## src/pmr_pkg.sv

```systemverilog
// constants for the power management register bank
// assumes an apb slave with 32-bit data and word-aligned registers
package pmr_pkg;
	localparam int PMR_ADDR_W = 12;
	// printed offsets are register indices; byte address is four times
	localparam logic [PMR_ADDR_W-1:0] PMR_IDX_ANA1 = 12'h005;
	localparam logic [PMR_ADDR_W-1:0] PMR_IDX_ANA2 = 12'h006;
	localparam logic [PMR_ADDR_W-1:0] PMR_IDX_DIG = 12'h007;
	localparam logic [PMR_ADDR_W-1:0] PMR_ADDR_ANA1 = 12'h014;
	localparam logic [PMR_ADDR_W-1:0] PMR_ADDR_ANA2 = 12'h018;
	localparam logic [PMR_ADDR_W-1:0] PMR_ADDR_DIG = 12'h01c;
	localparam logic [15:0] PMR_RST_ANA1 = 16'h8000;
	localparam logic [15:0] PMR_RST_ANA2 = 16'h0000;
	localparam logic [15:0] PMR_RST_DIG = 16'h0000;
	// writable bits; all other positions are reserved
	localparam logic [15:0] PMR_MASK_ANA1 = 16'ha663;
	localparam logic [15:0] PMR_MASK_ANA2 = 16'h020f;
	localparam logic [15:0] PMR_MASK_DIG = 16'h00db;
	// analog register one fields
	localparam int PMR_A1_DAC_NORMAL = 15;
	localparam int PMR_A1_REF_BUF = 13;
	localparam int PMR_A1_ADC_R = 10;
	localparam int PMR_A1_ADC_L = 9;
	localparam int PMR_A1_AUX3_R = 6;
	localparam int PMR_A1_AUX3_L = 5;
	localparam int PMR_A1_AUX1_R = 1;
	localparam int PMR_A1_AUX1_L = 0;
	// analog register two fields
	localparam int PMR_A2_PLL = 9;
	localparam int PMR_A2_HPDAC_R = 3;
	localparam int PMR_A2_HPDAC_L = 2;
	localparam int PMR_A2_HPAMP_R = 1;
	localparam int PMR_A2_HPAMP_L = 0;
	// digital register fields
	localparam int PMR_D_PWM = 7;
	localparam int PMR_D_SPDIF = 6;
	localparam int PMR_D_RATE2 = 4;
	localparam int PMR_D_RATE1 = 3;
	localparam int PMR_D_ENGINE = 1;
	localparam int PMR_D_CORE = 0;
	typedef enum logic [1:0] {
		PMR_SEL_NONE,
		PMR_SEL_ANA1,
		PMR_SEL_ANA2,
		PMR_SEL_DIG
	} pmr_sel_e;
endpackage

```

## src/pmr_wr_if.sv

```systemverilog
// write path from the bus slave to the register store
// assumes one clock domain; a write strobe lasts one cycle
interface pmr_wr_if;
	import pmr_pkg::*;
	logic wr_stb;
	pmr_sel_e wr_sel;
	logic [15:0] wr_data;
	logic [15:0] ana1;
	logic [15:0] ana2;
	logic [15:0] dig;
	modport bus (output wr_stb, output wr_sel, output wr_data,
		input ana1, input ana2, input dig);
	modport store (input wr_stb, input wr_sel, input wr_data,
		output ana1, output ana2, output dig);
endinterface

```

## src/pmr_top.sv

```systemverilog
// power management register bank with apb slave and enable outputs
// assumes apb master on pclk; enables feed the powered sub-blocks
//
// Function
// - dac standby bit 15 of analog register one resets to 1; 0 puts dacs in low power.
// - reference buffer bit 13 powers the analog reference, resetting to 0.
// - bits 10 and 9 power the right and left channels of the first adc.
// - bits 6 and 5 power the right and left third auxiliary dac channels.
// - bits 1 and 0 power the right and left first auxiliary dac channels.
// - analog register two resets to zero and bit 9 powers the pll.
// - bits 3 and 2 of analog register two power the headphone dac channels.
// - bits 1 and 0 of analog register two power the headphone amplifiers.
// - digital register resets to zero; bits 4 and 3 power the rate converters.
// - digital bit 7 powers the pwm channels.
// - digital bit 6 powers the s/pdif transmitter.
// - digital bit 1 powers the conversion engine.
// - digital bit 0 powers the processor core, resetting to 0.
//
// The implementer's own choice: the APB slave port.
module pmr_top
	import pmr_pkg::*;
(
	input wire logic pclk,
	input wire logic presetn,
	input wire logic psel,
	input wire logic penable,
	input wire logic pwrite,
	input wire logic [PMR_ADDR_W-1:0] paddr,
	input wire logic [31:0] pwdata,
	input wire logic [3:0] pstrb,
	input wire logic [2:0] pprot,
	output logic [31:0] prdata,
	output logic pready,
	output logic pslverr,
	output logic dac_normal_mode,
	output logic ref_buf_pwr,
	output logic first_adc_right_pwr,
	output logic first_adc_left_pwr,
	output logic third_auxiliary_dac_right_pwr,
	output logic third_auxiliary_dac_left_pwr,
	output logic first_auxiliary_dac_right_pwr,
	output logic first_auxiliary_dac_left_pwr,
	output logic pll_pwr,
	output logic headphone_dac_right_pwr,
	output logic headphone_dac_left_pwr,
	output logic headphone_amplifier_right_pwr,
	output logic headphone_amplifier_left_pwr,
	output logic pwm_pwr,
	output logic spdif_tx_pwr,
	output logic second_rate_converter_pwr,
	output logic first_rate_converter_pwr,
	output logic conv_engine_pwr,
	output logic core_pwr
);
	pmr_wr_if wr ();
	pmr_sel_e sel;
	logic access;
	logic [31:0] prdata_ff;
	logic [31:0] nxt_prdata;

	function automatic pmr_sel_e pmr_decode(input logic [PMR_ADDR_W-1:0] a);
		case (a)
			PMR_ADDR_ANA1: return PMR_SEL_ANA1;
			PMR_ADDR_ANA2: return PMR_SEL_ANA2;
			PMR_ADDR_DIG: return PMR_SEL_DIG;
			default: return PMR_SEL_NONE;
		endcase
	endfunction

	assign sel = pmr_decode(paddr);
	// zero-wait slave: answer in the first access cycle
	assign access = psel && penable;
	assign pready = 1'b1;

	// writes with pstrb lanes 0..1 both set update the 16-bit register
	assign wr.wr_stb = access && pwrite && sel != PMR_SEL_NONE &&
		pstrb[1:0] == 2'h3;
	assign wr.wr_sel = sel;
	assign wr.wr_data = pwdata[15:0];

	pmr_store u_store (
		.pclk(pclk),
		.presetn(presetn),
		.wr(wr)
	);

	always_comb begin
		nxt_prdata = 32'h0000_0000;
		case (sel)
			PMR_SEL_ANA1: nxt_prdata = {16'h0000, wr.ana1};
			PMR_SEL_ANA2: nxt_prdata = {16'h0000, wr.ana2};
			PMR_SEL_DIG: nxt_prdata = {16'h0000, wr.dig};
			default: nxt_prdata = 32'h0000_0000;
		endcase
	end

	// read data loaded at the end of a read setup cycle, so it stands
	// through the access cycle; zero in every other cycle
	always_ff @(posedge pclk or negedge presetn) begin
		if (!presetn) begin
			prdata_ff <= 32'h0000_0000;
		end else if (psel && !penable && !pwrite) begin
			prdata_ff <= nxt_prdata;
		end else begin
			prdata_ff <= 32'h0000_0000;
		end
	end

	assign prdata = prdata_ff;

	// unmapped address answers with an error
	assign pslverr = access && sel == PMR_SEL_NONE;

	// enables come straight from the register flops
	always_comb begin
		dac_normal_mode = wr.ana1[PMR_A1_DAC_NORMAL];
		ref_buf_pwr = wr.ana1[PMR_A1_REF_BUF];
		first_adc_right_pwr = wr.ana1[PMR_A1_ADC_R];
		first_adc_left_pwr = wr.ana1[PMR_A1_ADC_L];
		third_auxiliary_dac_right_pwr = wr.ana1[PMR_A1_AUX3_R];
		third_auxiliary_dac_left_pwr = wr.ana1[PMR_A1_AUX3_L];
		first_auxiliary_dac_right_pwr = wr.ana1[PMR_A1_AUX1_R];
		first_auxiliary_dac_left_pwr = wr.ana1[PMR_A1_AUX1_L];
		pll_pwr = wr.ana2[PMR_A2_PLL];
		headphone_dac_right_pwr = wr.ana2[PMR_A2_HPDAC_R];
		headphone_dac_left_pwr = wr.ana2[PMR_A2_HPDAC_L];
		headphone_amplifier_right_pwr = wr.ana2[PMR_A2_HPAMP_R];
		headphone_amplifier_left_pwr = wr.ana2[PMR_A2_HPAMP_L];
		pwm_pwr = wr.dig[PMR_D_PWM];
		spdif_tx_pwr = wr.dig[PMR_D_SPDIF];
		second_rate_converter_pwr = wr.dig[PMR_D_RATE2];
		first_rate_converter_pwr = wr.dig[PMR_D_RATE1];
		conv_engine_pwr = wr.dig[PMR_D_ENGINE];
		core_pwr = wr.dig[PMR_D_CORE];
	end
endmodule

```

## src/pmr_store.sv

```systemverilog
// holds the three power registers
// assumes writes arrive as one-cycle strobes from the bus slave
module pmr_store
	import pmr_pkg::*;
(
	input wire logic pclk,
	input wire logic presetn,
	pmr_wr_if.store wr
);
	logic [15:0] ana1_ff;
	logic [15:0] ana2_ff;
	logic [15:0] dig_ff;

	// reserved positions never store a one
	function automatic logic [15:0] pmr_keep(input logic [15:0] d,
		input logic [15:0] m);
		return d & m;
	endfunction

	always_ff @(posedge pclk or negedge presetn) begin
		if (!presetn) begin
			ana1_ff <= PMR_RST_ANA1;
		end else if (wr.wr_stb && wr.wr_sel == PMR_SEL_ANA1) begin
			ana1_ff <= pmr_keep(wr.wr_data, PMR_MASK_ANA1);
		end
	end

	always_ff @(posedge pclk or negedge presetn) begin
		if (!presetn) begin
			ana2_ff <= PMR_RST_ANA2;
		end else if (wr.wr_stb && wr.wr_sel == PMR_SEL_ANA2) begin
			ana2_ff <= pmr_keep(wr.wr_data, PMR_MASK_ANA2);
		end
	end

	always_ff @(posedge pclk or negedge presetn) begin
		if (!presetn) begin
			dig_ff <= PMR_RST_DIG;
		end else if (wr.wr_stb && wr.wr_sel == PMR_SEL_DIG) begin
			dig_ff <= pmr_keep(wr.wr_data, PMR_MASK_DIG);
		end
	end

	assign wr.ana1 = ana1_ff;
	assign wr.ana2 = ana2_ff;
	assign wr.dig = dig_ff;
endmodule

```

## config.mk

```make
export PLATFORM = sky130hd
export DESIGN_NAME = pmr_top
export DESIGN_NICKNAME = d
export VERILOG_FILES = /design/src/pmr_pkg.sv /design/src/pmr_wr_if.sv /design/src/pmr_top.sv /design/src/pmr_store.sv
export SDC_FILE = /design/constraint.sdc
export NUM_CORES = 1
export LEC_CHECK = 0
export ABC_AREA = 1
export BUFFER_PORTS_ARGS = -buffer_cell sky130_fd_sc_hd__buf_2
export CORE_MARGIN = 2
export CORE_UTILIZATION = 40
export DETAILED_ROUTE_END_ITERATION = 10
export PLACE_DENSITY = 0.83
export SLEW_MARGIN = 20
export SYNTH_ARGS = -nofsm -noshare
export SYNTH_HDL_FRONTEND = slang
export SYNTH_SLANG_ARGS = --single-unit
```

## constraint.sdc

```tcl
create_clock -name pclk -period 1.59 [get_ports pclk]
set_clock_uncertainty 0.1 [all_clocks]
set_input_delay 0.318 -clock pclk [delete_from_list [all_inputs] [get_ports pclk]]
set_output_delay 0.318 -clock pclk [all_outputs]
set_load 0.02 [all_outputs]
```

## Word-level counts from Yosys, hierarchy flattened

Index checks and enable logic that the tools add are counted.

| storage, ports and cells | value |
|---|---|
| word-level logic and storage cells | 28 |
| output and inout port bits | 53 |
| register bits after elaboration | 51 |
| input port bits | 56 |

| cells by class | value |
|---|---|
| multiplexer cells | 3 |
| equal/unequal tests | 7 |
| reduce and logical (&&, ||, !) cells | 14 |

Operator list:

| operator | number |
|---|---|
| one-hot mux 16 bit (3 select lines) | 1 |
| equality test 12 x 5 -> 1 bit (second input constant) | 3 |
| 2-to-1 mux 32 bit | 1 |
| logical AND 1 bit | 10 |
| equality test 2 bit (second input constant) | 3 |
| one-hot mux 2 bit (3 select lines) | 1 |
| equality test 2 x 1 -> 1 bit (second input constant) | 1 |
| logical NOT 1 bit | 2 |
| logical NOT 2 bit | 1 |
| nonzero test 2 bit | 1 |

## Depth between registers and ports, before layout

| depth | value |
|---|---|
| word-level depth | 6 |
| gate-level depth with buffers | 10 |
| gate-level depth less buffers | 9 |

## Modules after synthesis

Synthesis repeated with hierarchy kept, for this count alone.

| second synthesis, totals | value |
|---|---|
| cells, all modules | 287 |
| area total of the unflattened synthesis | 2287.2 µm² |

Modules (own cells, without submodules):

| module | area each (µm²) | seq. area each (µm²) | times used | cells an instance |
|---|---|---|---|---|
| pmr_top | 1270.0 | 400.4 | 1 | 171 |
| pmr_store | 1017.2 | 476.7 | 1 | 116 |

## Least setup slack after synthesis

No wires, ideal clock.

| timing path | value |
|---|---|
| path type | input port to flip-flop |
| start point | in paddr[9] |
| end point | reg u_store.ana1_ff[1], in the netlist u_store.wr.ana1[1] |
| data required time | 1.371 ns |
| arrival | 1.201 ns |
| path slack | 0.170 ns |
| buffers on the path | 1 |
| cell stages on the path | 9 |
| library setup time | 0.119 ns |
| cell sequence | nor2_1 > nand2_2 > nor2_8 > nand3_4 > inv_6 > nand2_4 > buf_6 > nand2_2 > o21ai_2 |

| on the way | value |
|---|---|
| longest elaborated chain between the ends | 6 |
| elaborated cells on any way between the ends | 9 |
| classes of those cells | eq/ne (4); mux (1); reduce/logical (4) |

RTL lines:

| element | line | text |
|---|---|---|
| start, declared | pmr_top.sv:28 | `input wire logic [PMR_ADDR_W-1:0] paddr,` |
| equality test 12 x 5 -> 1 bit | pmr_top.sv:62 | `case (a)` |
| one-hot mux 2 bit (3 select lines) * | pmr_top.sv:62 |  |
| nonzero test 2 bit | pmr_top.sv:76 | `assign wr.wr_stb = access && pwrite && sel != PMR_SEL_NONE &&` |
| logical AND 1 bit (2 in series) | pmr_top.sv:76 |  |
| logical AND 1 bit * | pmr_store.sv:23 | `end else if (wr.wr_stb && wr.wr_sel == PMR_SEL_ANA1) begin` |
| end signal, assigned | pmr_store.sv:24 | `ana1_ff <= pmr_keep(wr.wr_data, PMR_MASK_ANA1);` |
| end, declared | pmr_store.sv:10 | `logic [15:0] ana1_ff;` |

Every way passes the cells marked *; elsewhere a longest branch is shown, timed or not.
A chain may end at the register's enable or synchronous reset.

## Worst setup path after layout

| timing path | value |
|---|---|
| start point | in paddr[7] |
| end point | out pslverr |

| on the way | value |
|---|---|
| longest elaborated chain between the ends | 4 |
| elaborated cells on any way between the ends | 6 |
| classes of those cells | eq/ne (3); mux (1); reduce/logical (2) |

RTL lines:

| element | line | text |
|---|---|---|
| equality test 12 x 5 -> 1 bit | pmr_top.sv:62 |  |
| one-hot mux 2 bit (3 select lines) * | pmr_top.sv:62 |  |
| logical NOT 2 bit * | pmr_top.sv:112 | `assign pslverr = access && sel == PMR_SEL_NONE;` |
| logical AND 1 bit * | pmr_top.sv:112 |  |
| end, declared | pmr_top.sv:34 | `output logic pslverr,` |

Marked as above.

==> qor.yml <==
timing.final.crit_share: 0.964
rsz0062_at_grt: "false"
netSwitchingFraction: 0.225
top_signal_layer_used: "met4"
path_class: "primary input to output port"
design_area_mm2: 0.00208
report.final.hold_viol_count: 0
share_clk_of_total_power: 0.456
worstMarginPinSlew_ps: 683
achievable-frequency_mhz: 653
run_status: "finished clean"
post_drt_wl_per_cell_um: 11.2
met1_length_mm: 1.44
fillerInstances: 361
synth_seq_area_share: 0.487
timing.critical_path.from: "paddr[7]"
grt_pass1_vias: 1193
post_synth.cell_area_avg_um2: 9.50
num-nets-final: 302
die_area_mm2: 0.00451
report.final.slew_viol_count: 0
globalplace.congestion: 0.700
yosysTopAreaCell: "dfrtp_1"
cts_root_buf: "clkbuf_8"
worst_vdd_rail_ir_drop_v: 0.000545
dp_hpwl_mm: 2.53
synth_top_area_frac: 0.470
syn_area_mm2: 0.00160
power_density_mw_per_mm2: 832
clock_buffer_count_from_cts: 5
wire_length_on_met2_mm: 1.58
worst_setup_path_end_kind: "output port"
numClockSinks: 31
dr_wl_met3_um: 220
setup_total_negative_slack_ps: 0
numPortBuffers: 62
setup-violations-final: 0
initial_utilization: 0.426
worst-r2r-setup-slack_ps: 700
worst_r2r_startpoint: "u_store.wr.dig[0]"
ys_seq_elements: 31
drc: 0
syn_inst_count: 168
timing.slew.headroom: 0.545
grt_max_degree: 32
fp-row-count: 22
cts_buffer_depth: 2
h-tree-depth: 2
crit_path_end: "pslverr"
yosysWarningCount: 0
dieHeight_um: 67.2
tritoncts_clock_tree: "done"
crit-reg2reg-capture: "prdata[0]"
most_frequent_cells_in_the_layout: "buf_2 (62), nand2_1 (31), dfrtp_1 (30), conb_1 (21), inv_1 (14)"
path_buf_inv: 3
p_switching_w: 0.000388
cp_common_cell: "buf_2"
synthTopCellsByArea: "dfrtp_1 (47%), buf_4 (9.9%), nand2_1 (7.5%)"
core_region_area_mm2: 0.00374
ios: 109
critical_path_arrival_ps: 1110
wl_mm: 3.31
global_route.overflow_total: 0
syn_to_final_growth_pct: 30.1
drt_pre_antenna_iters: 4
global_route.usage.total: 0.160
internal_power_w: 0.00134
timing.critical_path.max_delay_family: "simple AND/OR/NAND/NOR gates"
detailedRoute.firstIterationViolations: 78
cp_max_fo: 4
post_route_cells_drive_above_1_share: 0.462
period_needed_ps: 1530
antenna_found_initial: 0
combinationalPowerShare: 0.087
clkLatencyLatePin_ps: 280
crit_path_cell_trace: "buf_2 -> nor2_1 -> nand2_2 -> nor2_8 -> o21ai_1 -> nand3_1 -> inv_1 -> buf_2"
die_width_um: 67.2
multiInputGateArea_um2: 636
crit_path_start_kind: "primary input"
finish.utilization: 0.555
total_leakage_power_nw: 1.25
register_area_um2: 777
global_route_wire_length_before_repair_mm: 5.23
vias_per_cell: 4.37
drv_cap: 0
max_stage_delay_ps: 140
share_seq_of_total_power: 0.457
diodes: 0
drtAntennaViolNets: 0
cts.clk_slew.worst_paths_ps: 60
synth_cell_type_count: 26
reg2reg_depth: 4
slowest_stage: "buf_2"
worst-path-stages: 8
hp-class: "primary input to flip-flop"
mostFrequentLayoutCell: "buf_2"
placement.cell_area_mm2: 0.00194
timing.critical_path.required_ps: 1170
vias: 1288
[through the flow]
stage	hold WS (ps)	total power, W	std cells	setup slack [ps]
after detailed placement	297	0.000951	285	-49.1
after global placement	290	0.000948	285	-45.7
after global routing	175	0.00181	295	4.13
final	153	0.00173	295	57.7
after floorplan	-77.6	0.000924	187	170
after CTS	152	0.00175	294	34.4
[layer usage]
layer | vias to the layer above | global-route usage
met5 | - | 0
met4 | 0 | 0.0918
met2 | 48 | 0.257
met1 | 581 | 0.191
li1 | 651 | -
met3 | 8 | 0.0483
[power by group through the flow]
stage / Clock [W] / Combinational, W / Sequential (W)
2_1_floorplan: 0 / 0.000120 / 0.000804
3_3_place_gp: 0 / 0.000145 / 0.000804
3_5_place_dp: 0 / 0.000147 / 0.000804
4_1_cts: 0.000813 / 0.000149 / 0.000789
5_1_grt: 0.000856 / 0.000166 / 0.000788
6_report: 0.000788 / 0.000151 / 0.000789
[how the worst min path moves through the flow]
stage / startpoint / depth (start not counted) / to
global placement: presetn / 1 / prdata[1]
global route: pwdata[13] / 3 / u_store.wr.ana1[13]
detailed placement: presetn / 1 / prdata[1]
floorplan: presetn / 0 / prdata[0]
CTS: pwdata[15] / 3 / u_store.wr.ana1[15]
finish: pwdata[15] / 3 / u_store.wr.ana1[15]
[cell families after synthesis]
kind of cell | after synthesis | share of synthesized area
and+or+nand+nor | 77 | 0.271
buffers and inverters | 41 | 0.163
DFF | 31 | 0.487
other | 2 | 0.00470
AOI/OAI and AO/OA | 17 | 0.0744
[layout make-up]
type | count | share of cell area
flip-flops and latches | 31 | 0.374
repair buffers | 76 | 0.201
multi-input cells | 115 | 0.306
clock buffers | 6 | 0.0398
inverters | 17 | 0.0331
clock inverters | 2 | 0.0169
well taps | 48 | 0.0289
[state kept, by name (all words and copies together), names as in the netlist]
signal	cells
prdata	12
u_store.wr.ana1	8
u_store.wr.dig	6
u_store.wr.ana2	5
[synth_stat cells]
cell type / count
inv_1: 14
conb_1: 2
nand2_1: 32
nor2_1: 4
dfstp_2: 1
buf_6: 3
nand3_1: 12
nand4_1: 6
nor3b_1: 6
nor2_8: 1
buf_4: 21
or3b_2: 1
and3b_1: 1
nor2_4: 1
o21ai_1: 4
o21ai_2: 9
a21oi_1: 3
dfrtp_1: 30
nor2_2: 4
nand2_4: 2
o21ai_0: 1
nand3_2: 1
inv_2: 2
nand3_4: 1
nand2_2: 5
inv_6: 1
[worst register-to-register path: cells and delay by family, from the launching register on]
kind	cells	cell delay, ps
flops	1	410
buf+inv	1	30
simple gates	3	250
[what timing repair did]
action,4_1_cts,5_1_grt
endpoints found under the setup margin,1,1
hold buffers,1,0
hold endpoints to repair,19,0
pin swaps,0,1
buffers inserted,0,1
resized for setup,1,2
Power figures use the tool's default switching activity.
